[src/inc/via_pkg.sv]
// Purpose: Shared constants and types of the vectored interrupt arbiter
// Assumes: One instruction cycle per sys_clk_i cycle
// Notes: Register offsets are byte addresses on the AXI4-Lite port
package via_pkg;
    // Register map
    localparam logic [7:0] REG_CTRL = 8'h00;
    localparam logic [7:0] REG_PEND = 8'h04;
    localparam logic [7:0] REG_STAT = 8'h08;
    // Field positions
    localparam int CTRL_EN_LSB = 0;
    localparam int CTRL_GIE_BIT = 8;
    localparam int STAT_BUSY_BIT = 0;
    localparam int STAT_OFS_LSB = 8;
    localparam int SRC_W = 6;
    // Maskable source slots in the pending and enable words
    localparam int SRC_EXT = 0;
    localparam int SRC_T0 = 1;
    localparam int SRC_T1A = 2;
    localparam int SRC_T1B = 3;
    localparam int SRC_SER = 4;
    localparam int SRC_WAKE = 5;
    // Vector slot offsets, low byte of the table address
    localparam logic [7:0] OFS_TRAP = 8'hFE;
    localparam logic [7:0] OFS_EXT = 8'hFA;
    localparam logic [7:0] OFS_T0 = 8'hF8;
    localparam logic [7:0] OFS_T1A = 8'hF6;
    localparam logic [7:0] OFS_T1B = 8'hF4;
    localparam logic [7:0] OFS_SER = 8'hF2;
    localparam logic [7:0] OFS_WAKE = 8'hE2;
    localparam logic [7:0] OFS_DEF = 8'hE0;
    localparam logic [7:0] OFS_MIN = 8'hE0;
    localparam logic [7:0] BLOCK_LAST = 8'hFF;
    // Opcodes, vectors, reset values and timing
    localparam logic [7:0] OPC_TRAP = 8'h00;
    localparam logic [14:0] ACK_VEC = 15'h00FF;
    localparam int ACK_CYCLES = 7;
    localparam int DEF_MEM_BYTES = 4096;
    localparam logic [7:0] DEF_STACK_LIMIT = 8'h6F;
    localparam logic [SRC_W-1:0] RST_EN = 6'h00;
    localparam logic RST_GIE = 1'b0;
    localparam logic [1:0] RESP_OKAY = 2'h0;
    localparam logic [1:0] RESP_SLVERR = 2'h2;

    typedef enum logic [2:0] {
        VIA_IDLE,
        VIA_ACK,
        VIA_DSP_HI,
        VIA_DSP_LO,
        VIA_DSP_LOAD
    } via_state_t;

    // Per-cycle strobes from the instruction sequencer
    typedef struct packed {
        logic instr_start;
        logic vector_dispatch_instruction;
        logic clr_trap;
        logic return_from_interrupt_instruction;
        logic pop;
        logic fetch;
    } via_core_t;
endpackage : via_pkg

[src/hw/via_arbiter.sv]
// Purpose: Interrupt ranking, vector dispatch and trap pending logic
// Assumes: Sequencer strobes are on sys_clk_i; memory read data one cycle
// Assumes: after mem_rd_o; only one sequencer strobe per instruction
// Notes: Trap pending flag is internal only, never on the register bus
//
// Decided for this implementation: the register offsets and register access over AXI4-Lite.
`timescale 1ns/10ps
module via_arbiter #(
    parameter int MEM_BYTES = via_pkg::DEF_MEM_BYTES,
    parameter logic [7:0] STACK_LIMIT = via_pkg::DEF_STACK_LIMIT
) (
    input wire logic sys_clk_i,
    input wire logic rst_i,
    input wire logic s_axi_awvalid_i,
    output logic s_axi_awready_o,
    input wire logic [7:0] s_axi_awaddr_i,
    input wire logic s_axi_wvalid_i,
    output logic s_axi_wready_o,
    input wire logic [31:0] s_axi_wdata_i,
    input wire logic [3:0] s_axi_wstrb_i,
    output logic s_axi_bvalid_o,
    input wire logic s_axi_bready_i,
    output logic [1:0] s_axi_bresp_o,
    input wire logic s_axi_arvalid_i,
    output logic s_axi_arready_o,
    input wire logic [7:0] s_axi_araddr_i,
    output logic s_axi_rvalid_o,
    input wire logic s_axi_rready_i,
    output logic [31:0] s_axi_rdata_o,
    output logic [1:0] s_axi_rresp_o,
    input wire logic [via_pkg::SRC_W-1:0] src_pulse_i,
    input wire via_pkg::via_core_t core_i,
    input wire logic [14:0] cur_pc_i,
    input wire logic [14:0] next_pc_i,
    input wire logic [14:0] pop_pc_i,
    input wire logic [7:0] sp_i,
    input wire logic [14:0] fetch_addr_i,
    input wire logic [7:0] fetch_data_i,
    input wire logic [7:0] mem_data_i,
    output logic mem_rd_o,
    output logic [14:0] mem_addr_o,
    output logic pc_load_o,
    output logic [14:0] pc_o,
    output logic push_o,
    output logic [14:0] push_addr_o,
    output logic busy_o
);
    // Refuse a memory size the 15-bit address space cannot hold
    if (MEM_BYTES < 1 || MEM_BYTES > 32768)
    begin : g_chk
        $error("MEM_BYTES out of range");
    end
    localparam logic [2:0] ACK_LAST = 3'(via_pkg::ACK_CYCLES - 2);
    typedef struct packed {
        via_pkg::via_state_t st;
        logic [2:0] cnt;
        logic trap;
        logic global_interrupt_enable;
        logic [via_pkg::SRC_W-1:0] en;
        logic [via_pkg::SRC_W-1:0] pend;
        logic [7:0] ofs;
        logic [6:0] vec_hi;
        logic mem_rd;
        logic [14:0] mem_addr;
        logic pc_load;
        logic [14:0] pc;
        logic push;
        logic [14:0] push_addr;
        logic busy; // Own flop so busy_o leaves no decode glitch
        logic aw_have;
        logic [7:0] aw_addr;
        logic w_have;
        logic [31:0] w_data;
        logic [3:0] w_strb;
        logic awready;
        logic wready;
        logic bvalid;
        logic [1:0] bresp;
        logic arready;
        logic rvalid;
        logic [31:0] rdata;
        logic [1:0] rresp;
    } via_regs_t;
    via_regs_t s_r;
    via_regs_t s_nxt;
    logic trap_now;
    logic mask_ack;
    logic [via_pkg::SRC_W-1:0] act;
    // Fixed ranking; reserved slots have no source so never win
    function automatic logic [7:0] arb_ofs(
        input logic trap,
        input logic [via_pkg::SRC_W-1:0] a
    );
        logic [7:0] o;
        o = via_pkg::OFS_DEF;
        if (trap)
            o = via_pkg::OFS_TRAP;
        else if (a[via_pkg::SRC_EXT])
            o = via_pkg::OFS_EXT;
        else if (a[via_pkg::SRC_T0])
            o = via_pkg::OFS_T0;
        else if (a[via_pkg::SRC_T1A])
            o = via_pkg::OFS_T1A;
        else if (a[via_pkg::SRC_T1B])
            o = via_pkg::OFS_T1B;
        else if (a[via_pkg::SRC_SER])
            o = via_pkg::OFS_SER;
        else if (a[via_pkg::SRC_WAKE])
            o = via_pkg::OFS_WAKE;
        return o;
    endfunction : arb_ofs
    // Table block: dispatch block, or the next one from its last byte
    function automatic logic [6:0] tab_block(input logic [14:0] pc);
        logic [6:0] b;
        b = pc[14:8];
        if (pc[7:0] == via_pkg::BLOCK_LAST)
            b = 7'(pc[14:8] + 7'h01);
        return b;
    endfunction : tab_block
    // Active maskable sources and trap triggers seen this cycle
    always_comb
    begin
        act = s_r.en & s_r.pend;
        trap_now = (core_i.fetch
                    && (int'(fetch_addr_i) >= MEM_BYTES
                        || fetch_data_i == via_pkg::OPC_TRAP))
                   || (core_i.pop && sp_i > STACK_LIMIT);
        mask_ack = s_r.st == via_pkg::VIA_IDLE && core_i.instr_start
                   && s_r.global_interrupt_enable && !s_r.trap && (|act)
                   && !trap_now;
    end
    // Next state of sequencer, flags and bus slave
    always_comb
    begin
        s_nxt = s_r;
        s_nxt.pc_load = 1'b0;
        s_nxt.push = 1'b0;
        s_nxt.mem_rd = 1'b0;
        // Sequencer: trap outranks dispatch and maskable acknowledge
        unique case (s_r.st)
            via_pkg::VIA_IDLE:
            begin
                if (trap_now)
                begin
                    s_nxt.push = 1'b1;
                    s_nxt.push_addr = core_i.fetch ? fetch_addr_i
                                                   : cur_pc_i;
                    s_nxt.st = via_pkg::VIA_ACK;
                    s_nxt.cnt = 3'h0;
                end
                else if (mask_ack)
                begin
                    s_nxt.global_interrupt_enable = 1'b0;
                    s_nxt.push = 1'b1;
                    s_nxt.push_addr = next_pc_i;
                    s_nxt.st = via_pkg::VIA_ACK;
                    s_nxt.cnt = 3'h0;
                end
                else if (core_i.vector_dispatch_instruction)
                begin
                    // Sampled once here, held for the rest of dispatch
                    s_nxt.ofs = arb_ofs(s_r.trap, act);
                    s_nxt.mem_addr = {tab_block(cur_pc_i),
                                      arb_ofs(s_r.trap, act)};
                    s_nxt.mem_rd = 1'b1;
                    s_nxt.st = via_pkg::VIA_DSP_HI;
                end
                else if (core_i.return_from_interrupt_instruction)
                begin
                    s_nxt.global_interrupt_enable = 1'b1;
                    s_nxt.pc_load = 1'b1;
                    s_nxt.pc = pop_pc_i;
                end
            end
            via_pkg::VIA_ACK:
            begin
                s_nxt.cnt = 3'(s_r.cnt + 3'h1);
                if (s_r.cnt == ACK_LAST)
                begin
                    s_nxt.pc_load = 1'b1;
                    s_nxt.pc = via_pkg::ACK_VEC;
                    s_nxt.st = via_pkg::VIA_IDLE;
                end
            end
            via_pkg::VIA_DSP_HI:
            begin
                // High byte sits at the even slot address
                s_nxt.mem_rd = 1'b1;
                s_nxt.mem_addr = {s_r.mem_addr[14:1], 1'b1};
                s_nxt.st = via_pkg::VIA_DSP_LO;
            end
            via_pkg::VIA_DSP_LO:
            begin
                s_nxt.vec_hi = mem_data_i[6:0];
                s_nxt.st = via_pkg::VIA_DSP_LOAD;
            end
            via_pkg::VIA_DSP_LOAD:
            begin
                s_nxt.pc_load = 1'b1;
                s_nxt.pc = {s_r.vec_hi, mem_data_i};
                s_nxt.st = via_pkg::VIA_IDLE;
            end
            default:
            begin
                s_nxt.st = via_pkg::VIA_IDLE;
            end
        endcase
        // Trap flag: set wins over a clear in the same cycle
        if (core_i.clr_trap)
            s_nxt.trap = 1'b0;
        if (trap_now)
            s_nxt.trap = 1'b1;
        // Write channel: address and data taken in either order
        if (s_r.bvalid && s_axi_bready_i)
            s_nxt.bvalid = 1'b0;
        if (s_axi_awvalid_i && s_r.awready)
        begin
            s_nxt.aw_have = 1'b1;
            s_nxt.aw_addr = s_axi_awaddr_i;
        end
        if (s_axi_wvalid_i && s_r.wready)
        begin
            s_nxt.w_have = 1'b1;
            s_nxt.w_data = s_axi_wdata_i;
            s_nxt.w_strb = s_axi_wstrb_i;
        end
        if (s_r.aw_have && s_r.w_have && !s_r.bvalid)
        begin
            s_nxt.aw_have = 1'b0;
            s_nxt.w_have = 1'b0;
            s_nxt.bvalid = 1'b1;
            s_nxt.bresp = via_pkg::RESP_OKAY;
            unique case (s_r.aw_addr[7:2])
                via_pkg::REG_CTRL[7:2]:
                begin
                    if (s_r.w_strb[0])
                        s_nxt.en = s_r.w_data[via_pkg::CTRL_EN_LSB
                                              +: via_pkg::SRC_W];
                    // Hardware acknowledge above still overrides; a return only when GIE was clear
                    if (s_r.w_strb[1] && s_nxt.global_interrupt_enable == s_r.global_interrupt_enable)
                        s_nxt.global_interrupt_enable = s_r.w_data[via_pkg::CTRL_GIE_BIT];
                end
                via_pkg::REG_PEND[7:2]:
                begin
                    if (s_r.w_strb[0])
                        s_nxt.pend = s_r.pend
                                     & ~s_r.w_data[via_pkg::SRC_W-1:0];
                end
                via_pkg::REG_STAT[7:2]:
                begin
                    s_nxt.bresp = via_pkg::RESP_OKAY;
                end
                default:
                begin
                    s_nxt.bresp = via_pkg::RESP_SLVERR;
                end
            endcase
        end
        // Source pulses after the clear so a new event is never lost
        s_nxt.pend = s_nxt.pend | src_pulse_i;
        // Read channel; the trap flag is deliberately absent
        if (s_r.rvalid && s_axi_rready_i)
            s_nxt.rvalid = 1'b0;
        if (s_axi_arvalid_i && s_r.arready)
        begin
            s_nxt.rvalid = 1'b1;
            s_nxt.rdata = 32'h0;
            s_nxt.rresp = via_pkg::RESP_OKAY;
            unique case (s_axi_araddr_i[7:2])
                via_pkg::REG_CTRL[7:2]:
                begin
                    s_nxt.rdata[via_pkg::CTRL_EN_LSB +: via_pkg::SRC_W]
                        = s_r.en;
                    s_nxt.rdata[via_pkg::CTRL_GIE_BIT] = s_r.global_interrupt_enable;
                end
                via_pkg::REG_PEND[7:2]:
                begin
                    s_nxt.rdata[via_pkg::SRC_W-1:0] = s_r.pend;
                end
                via_pkg::REG_STAT[7:2]:
                begin
                    s_nxt.rdata[via_pkg::STAT_BUSY_BIT] =
                        s_r.st != via_pkg::VIA_IDLE;
                    s_nxt.rdata[via_pkg::STAT_OFS_LSB +: 8] = s_r.ofs;
                end
                default:
                begin
                    s_nxt.rresp = via_pkg::RESP_SLVERR;
                end
            endcase
        end
        s_nxt.awready = !s_nxt.aw_have && !s_nxt.bvalid;
        s_nxt.wready = !s_nxt.w_have && !s_nxt.bvalid;
        s_nxt.arready = !s_nxt.rvalid;
        s_nxt.busy = s_nxt.st != via_pkg::VIA_IDLE;
    end
    // Single state register; reset clears flag, enables and bus state
    always_ff @(posedge sys_clk_i or posedge rst_i)
    begin
        if (rst_i)
            s_r <= '0;
        else
            s_r <= s_nxt;
    end
    assign s_axi_awready_o = s_r.awready;
    assign s_axi_wready_o = s_r.wready;
    assign s_axi_bvalid_o = s_r.bvalid;
    assign s_axi_bresp_o = s_r.bresp;
    assign s_axi_arready_o = s_r.arready;
    assign s_axi_rvalid_o = s_r.rvalid;
    assign s_axi_rdata_o = s_r.rdata;
    assign s_axi_rresp_o = s_r.rresp;
    assign mem_rd_o = s_r.mem_rd;
    assign mem_addr_o = s_r.mem_addr;
    assign pc_load_o = s_r.pc_load;
    assign pc_o = s_r.pc;
    assign push_o = s_r.push;
    assign push_addr_o = s_r.push_addr;
    assign busy_o = s_r.busy;

    logic vis_go;
    assign vis_go = s_r.st == via_pkg::VIA_IDLE && core_i.vector_dispatch_instruction
                    && !trap_now && !mask_ack;
endmodule : via_arbiter

[config.mk]
export PLATFORM = sky130hd
export DESIGN_NAME = via_arbiter
export DESIGN_NICKNAME = d
export VERILOG_FILES = /design/src/inc/via_pkg.sv /design/src/hw/via_arbiter.sv
export SDC_FILE = /design/constraint.sdc
export NUM_CORES = 1
export LEC_CHECK = 0
export BUFFER_PORTS_ARGS = -buffer_cell sky130_fd_sc_hd__buf_2
export CORE_MARGIN = 2
export CORE_UTILIZATION = 45
export CTS_CLUSTER_SIZE = 14
export DETAILED_ROUTE_END_ITERATION = 16
export PLACE_DENSITY = 0.76
export SYNTH_ARGS = -nofsm -noshare
export SYNTH_HDL_FRONTEND = slang
export SYNTH_SLANG_ARGS = --single-unit
[constraint.sdc]
create_clock -name sys_clk_i -period 11.95 [get_ports sys_clk_i]
set_input_delay 2.39 -clock sys_clk_i [delete_from_list [all_inputs] [get_ports sys_clk_i]]
set_output_delay 2.39 -clock sys_clk_i [all_outputs]
set_load 0.01 [all_outputs]
[Word level (Yosys, flattened, before mapping)]
Index checks and enable logic that the tools add are counted.
Storage, ports and cells
  flip-flop bits (word level): 153
  logic and storage cells: 159
Operators by class
  add/subtract/negate cells: 2
  $lt $le $gt $ge: 2
  equality and inequality tests: 18
  mux-type cells: 54
  bitwise logic cells: 7
  reduce and logical (&&, ||, !) cells: 47
Operator list (number)
  $mux W16: 7
  $mux W32: 2
  $mux W8: 6
  $pmux W16 S3: 1
  $mux W37: 1
  $mux W35: 1
  $pmux W16 S2: 1
  $mux W6: 4
  $mux W7: 3
  $logic_and A1 B1 Y1: 17
  $ge A15 B13 Y1 const B: 1
  $mux W15: 1
  $mux W3: 5
  $mux W13: 1
  $and A6 B6 Y6: 2
  $eq A6 B1 Y1 const B: 2
  $eq A6 B2 Y1 const B: 2
  $logic_not A6 Y1: 2
  $mux W1: 12
  $ne A2 B2 Y1 const B: 6
  $pmux W3 S4: 1
  $pmux W5 S2: 1
  $mux W9: 1
  $reduce_bool A3 Y1: 3
  other kinds (28): 47

[Depth between registers and ports, before layout]
Gate-level depths: netlist of the first run.
  depth in word-level cells: 15
  mapped depth: 8

[Worst setup path before layout of the first run]
OpenSTA, ideal clock, no wires.
  kind: input-to-reg
  start: in fetch_addr_i[13]
  end: reg s_r (netlist bit pc_o[0])
  library setup time: 126 ps
  arrival: 3906 ps
  data required time: 11824 ps
  path slack: 7918 ps
  stages: 7
  path buffers: 2
  path through: o31a_1 -> a21oi_1 -> and2_1 -> buf_2 -> o2111ai_1 -> buf_2 -> a221o_1
Between the ends
  cells in the longest elaborated chain, start to end: 8
  elaborated cells between the ends (all ways): 9
  classes of those cells: order compare: 1; eq/ne: 2; reduce/logical: 6
RTL lines
  start: declaration: RTL line via_arbiter.sv:37  | input wire logic [14:0] fetch_addr_i,
  $ge A15 B13 Y1 (*): RTL line via_arbiter.sv:125  | && (int'(fetch_addr_i) >= MEM_BYTES
  $logic_or A1 B1 Y1 (*): RTL line via_arbiter.sv:126  | || fetch_data_i == via_pkg::OPC_TRAP))
  $logic_and A1 B1 Y1 (*): RTL line via_arbiter.sv:125
  $logic_or A1 B1 Y1 (*): RTL line via_arbiter.sv:127  | || (core_i.pop && sp_i > STACK_LIMIT);
  $logic_not A1 Y1
  $logic_and A1 B1 Y1: RTL line via_arbiter.sv:130  | && !trap_now;
  $ne A2 B2 Y1 (no line)
  $reduce_and A6 Y1 (no line) (*)
  end signal: assignment: RTL line via_arbiter.sv:303  | s_r <= s_nxt;
  end: declaration: RTL line via_arbiter.sv:84  | via_regs_t s_r;
Every way passes the cells marked *; elsewhere a longest branch is shown, timed or not.
A chain may end at the register's enable or synchronous reset.

[Worst setup path after layout of the first run]
  start: in fetch_addr_i[13]
  end: reg s_r (netlist bit pc_o[8])
The elaborated chain is that of the path after synthesis.

==> out/qor.csv, run 1 <==
metric,value,unit
setup_tns,0,ps
wl,13200,um
die_y,117,um
cts_setup_buffers,0,
vias_per_cell,5.14,
powerDensity,231,nW/um^2
cts_buffer_depth,2,
die_width,117,um
power,1.58,mW
antennaDiodeCount,0,
numPortBuffers,189,
grt_max_degree,66,
start_util,0.458,
post-route-period-util,0.343,
criticalPathCategory,input pin to register,
intPower,1.07,mW
end_kind,register,
synth_seq_cells,115,
wire_per_inst,16.0,um
worst_ep_required_time,12230,ps
area_delta_synth_final,19.5,%
p_clk_frac,0.290,
yosysTopAreaCell,dfrtp_1,
ys.flop_type,dfrtp_1,
grt_util_all_layers,0.193,
rsz0062_at_grt,no,
status,completed,
start_kind,input pin,
synth_edf_count,0,
grt_pass1_vias,4023,
grt_pass1_wl,20100,um
numCtsBuffers,17,
synth_seq_area_share,0.502,
max_stage_delay,610,ps
slowest_stage,and2_1,
fin_worst_skew,6.79,ps
worst_pin_slew,1100,ps
num_rows,41,
gr-total-overflow,0,
avgSynthCellArea,11.3,um^2
num-nets-final,797,
fmax,244,MHz
timing.rr.start,s_r[170],
yosysUniqueCellTypes,49,
combPwrFrac,0.315,
die_area,13700,um^2
hold_viol,0,
hold_path_class,register to register,
synth_cells,508,
critPathLaunch,fetch_addr_i[13],
synth_top_area_share,0.502,
slew_violations,0,
worstPathCellList,"buf_2, o31a_1, a21oi_1, and2_1, o2111ai_1, buf_4, a221o_1",
place_congestion,0.775,
setup_viol,0,
post_cts_resized,0,
hpwl,9870,um
cts_tree,yes,
ys_warn_count,0,
power.leakage,3.34,nW
vias,4230,
first_iter_violations,283,
relSlewSlack,0.263,
maxCapViolCount,0,
clock_latency,400,ps
clk_pin_slew_worst_paths,50,ps
p_switching,0.516,mW
antenna_found_initial,0,
ant_nets,0,
ir_drop,0.104,mV
synthArstFlopShare,1.00,
cp.arrival,4390,ps
drt_pass1_iterations,4,
hold_start,s_r[86],
drc,0,
drive_gt1_frac,0.433,
cts.sinks,115,
seq_power_share,0.395,
coreArea,12500,um^2
sw_frac_of_total,0.326,
ctsHoldBuffers,0,
root_buffer,clkbuf_16,
period_minus_slack,4100,ps
syn-cell-area,5730,um^2
cp_max_fo,18,
io_pins,245,
yosys-top-cells-area,"dfrtp_1 50%, buf_4 11%, mux2_2 9.4%, a2bb2oi_1 3.7%, a221o_1 2.6%",
htreeDepth,4,
-- sequential cells by signal, indices dropped and copies added, names as in the netlist --
register         flops
pc_load_o            1
s_axi_bresp_o        1
pc_o                15
s_axi_wready_o       1
push_addr_o         15
push_o               1
s_axi_bvalid_o       1
s_r                 49
s_axi_rvalid_o       1
mem_rd_o             1
s_axi_rdata_o       12
mem_addr_o          13
busy_o               1
s_axi_rresp_o        1
s_axi_awready_o      1
s_axi_arready_o      1
-- layout by cell type, fill, tap and decap left out, drive strengths merged, types with 2 or more instances in the layout --
| master | n |
|---|---|
| nor2b | 4 |
| a21oi | 9 |
| o21ai | 17 |
| clkbuf | 20 |
| o21bai | 2 |
| and3 | 2 |
| buf | 194 |
| conb | 20 |
| nand2b | 6 |
| or3 | 2 |
| dfrtp | 115 |
| or2 | 2 |
| nor3 | 11 |
| a2bb2oi | 24 |
| nand3 | 5 |
| a21o | 15 |
| a22o | 6 |
| a22oi | 9 |
| nand3b | 2 |
| ha | 3 |
| a221o | 15 |
| o22ai | 17 |
| nor2 | 8 |
| clkinv | 7 |
| or4 | 3 |
| mux2 | 49 |
| clkinvlp | 3 |
| nand4 | 4 |
| inv | 11 |
| xor2 | 2 |
| and2 | 9 |
| nand2 | 34 |
| xnor2 | 4 |
| mux2i | 2 |
| nor3b | 4 |
-- critical path: cells and delay by family --
family / cells / cell delay (ps)
buffers and inverters: 2 / 350
AO/OA/AOI/OAI: 4 / 1040
AND/OR/NAND/NOR: 1 / 610
-- Yosys cell counts (4+ instances only) --
| cell type | n |
|---|---|
| buf_4 | 81 |
| nor2_1 | 7 |
| a2bb2oi_1 | 24 |
| o22ai_1 | 17 |
| nand2_1 | 34 |
| mux2_2 | 48 |
| buf_2 | 6 |
| nand3_1 | 5 |
| and2_1 | 9 |
| a221o_1 | 15 |
| nor3b_1 | 4 |
| a21oi_1 | 9 |
| nand2b_1 | 6 |
| a21o_1 | 15 |
| nor2b_1 | 4 |
| inv_1 | 11 |
| xnor2_1 | 4 |
| a22o_1 | 6 |
| o21ai_0 | 17 |
| a22oi_1 | 9 |
| dfrtp_1 | 115 |
| clkbuf_1 | 11 |
| nand4_1 | 4 |
| nor3_1 | 9 |
-- power by group through the flow --
stage               sequential (mW)  clock, mW  combinational [mW]
finish                        0.625      0.460               0.499
global route                  0.646      0.492               0.548
CTS                           0.625      0.471               0.505
detailed placement            0.628          0               0.504
global placement              0.619          0               0.485
floorplan                     0.602          0               0.432
-- final timing paths --
path / to / slack, ps / cells after the start
setup / recovery: pc_o[8] / 7850 / 7
hold / removal: s_axi_awready_o / 480 / 1
setup reg to reg: push_addr_o[9] / 9360 / 5
hold reg to reg: s_axi_awready_o / 480 / 1
max in group asynchronous: s_r[83] / 8630 / 3
min in group asynchronous: pc_o[1] / 2070 / 2
-- through the flow --
step | cells | hold slack (ps) | area, um^2 | util | worst slack (ps)
after floorplan | 527 | 426 | 5800 | - | 6520
after global placement | 792 | 452 | 6310 | 0.504 | 7460
after detailed placement | 792 | 469 | 6310 | 0.504 | 7370
after CTS | 823 | 478 | 6850 | 0.547 | 7810
after global routing | 823 | 506 | 6850 | 0.547 | 7660
final | 823 | 476 | 6850 | 0.547 | 7850
-- routing by layer --
layer / wire [um] / global-route usage
met5: 0 / 0
met4: 57 / 0.0714
met3: 683 / 0.0510
met2: 6600 / 0.304
met1: 5830 / 0.257
-- final cells by class --
| type | instances | area [um^2] |
|---|---|---|
| tap | 172 | 215 |
| timing repair buffer | 194 | 983 |
| sequential | 115 | 2880 |
| inverter | 11 | 43.8 |
| clock inverter | 11 | 87.6 |
| fill | 1117 | 5670 |
| clock buffer | 20 | 457 |
| multi-input combinational | 300 | 2190 |
-- cell families (layout without fill, tap and decap cells) --
family          after synthesis  in the layout  synth area share
flops                       115            115             0.502
simple gates                 98             98            0.0923
other cells                   1             20          0.000654
fa+ha+maj                     3              3           0.00655
buf+inv                     112            236             0.129
compound gates              122            122             0.161
xor+xnor                      6              6           0.00917
mux                          51             51            0.0997
(Power assumes the default switching activity.)
==> run 2: changes to the inputs <==
Settings changed: CORE_UTILIZATION 45 to 44, PLACE_DENSITY 0.76 to 0.78.
Clock period 11.95 ns to 3.7 ns, I/O delays scaled along.
==> run 2 against run 1 <==
Die area up 2.2%. Final cell count unchanged. Register-to-register slack worse by 8300 ps. Flip-flop and latch count unchanged. Sequential share of layout area up 0.054 points. Clock power rose to 3.0 times the previous value. Wire length up 0.86%. Via count up 1.9%. Total power rose to 3.2 times the previous value. Worst hold slack worse by 73 ps.
==> out/qor.csv, run 2 (synthesis gave the netlist of run 1 again) <==
metric,value,unit
setup_viol,0,
clock_latency,420,ps
io_pins,245,
end_kind,register,
p_clk_frac,0.278,
final_cell_mix,"189 x buf_2, 115 x dfrtp_1, 48 x mux2_2",
cp.arrival,2930,ps
combPwrFrac,0.320,
num_rows,41,
cts_tree,yes,
place_congestion,0.894,
cts_setup_buffers,0,
wl,13300,um
slew_violations,0,
rrSetupSlack,1050,ps
grt_util_all_layers,0.197,
htreeDepth,4,
cp_max_fo,16,
start_util,0.452,
drc,0,
ant_nets,0,
num-nets-final,799,
vias_per_cell,5.24,
grt_pass1_vias,4428,
hold_viol,0,
cts_buffer_depth,2,
criticalPathCategory,register to register,
antennaDiodeCount,0,
die_area,14000,um^2
timing.hold.ws,403,ps
gr-total-overflow,0,
hpwl,9790,um
start_kind,register,
area_delta_synth_final,19.4,%
worst_ep_required_time,3990,ps
antenna_found_initial,0,
post-route-period-util,0.715,
die_y,118,um
die_width,118,um
numCtsBuffers,17,
first_iter_violations,309,
numPortBuffers,189,
seq_power_share,0.402,
worst_pin_slew,878,ps
power.leakage,3.32,nW
wire_per_inst,16.1,um
fin_worst_skew,8.20,ps
largest_register_ffs,49,
grt_pass1_wl,21900,um
power,5.03,mW
cts.sinks,115,
top_register,s_r,
sw_frac_of_total,0.333,
final_common_cell,buf_2,
reg2reg_depth,5,
grt_max_degree,62,
post_cts_resized,0,
maxCapViolCount,0,
relSlewSlack,0.410,
drive_gt1_frac,0.435,
coreArea,12700,um^2
rsz0062_at_grt,no,
ir_drop,0.360,mV
intPower,3.36,mW
root_buffer,clkbuf_16,
period_minus_slack,2650,ps
setup_tns,0,ps
hold_path_class,input pin to async pin,
drt_pass1_iterations,4,
status,completed,
dpl_cell_area,6340,um^2
powerDensity,735,nW/um^2
vias,4309,
fmax,378,MHz
ctsHoldBuffers,0,
clk_pin_slew_worst_paths,50,ps
stdcell_area,6840,um^2
p_switching,1.67,mW
==> run 2: final timing paths <==
kind	from	end
worst max register to register	s_r[170]	push_addr_o[10]
worst max-delay path	s_r[170]	push_addr_o[10]
worst min-delay path	rst_i	s_r[84]
worst min register to register	s_r[86]	s_axi_awready_o
min in group sys_clk_i	s_r[86]	s_axi_awready_o
max in group asynchronous	rst_i	mem_addr_o[14]
==> run 2: final cells by class <==
type                    count  area, um^2
well taps                 172         215
multi-input cells         300        2190
fillers                  1104        5830
inverters                  11        45.0
clock buffers              18         439
clock inverters            11        67.6
repair buffers            196        1010
flip-flops and latches    115        2880
==> run 2: metrics by stage <==
stage                     setup slack, ps  utilization  std cells
after detailed placement              843        0.500        794
after CTS                            1090        0.540        823
after global placement                953        0.500        794
final                                1050        0.540        823
after floorplan                      1320            -        527
after global routing                  910        0.540        823
==> run 2: worst max-delay path, cell delays in order, from the launching register on <==
cell	delay, ps
dfrtp_1	460
or3_4	450
nor3_1	270
nand4_1	730
o22ai_1	500
a2bb2oi_1	110
==> run 2: layer usage <==
| metal | part of all wire | wire, um | track usage |
|---|---|---|---|
| met1 | 0.43 | 5660 | 0.248 |
| met2 | 0.48 | 6370 | 0.318 |
| met3 | 0.075 | 1000 | 0.0613 |
| met4 | 0.019 | 252 | 0.0753 |
| met5 | 0 | 0 | 0 |
==> run 2: power groups by stage <==
stage          sequential [mW]  combinational, mW  clock, mW
2_1_floorplan             1.94               1.40          0
3_3_place_gp              2.00               1.57          0
6_report                  2.02               1.61       1.40
3_5_place_dp              2.03               1.63          0
5_1_grt                   2.08               1.76       1.50
4_1_cts                   2.02               1.63       1.43
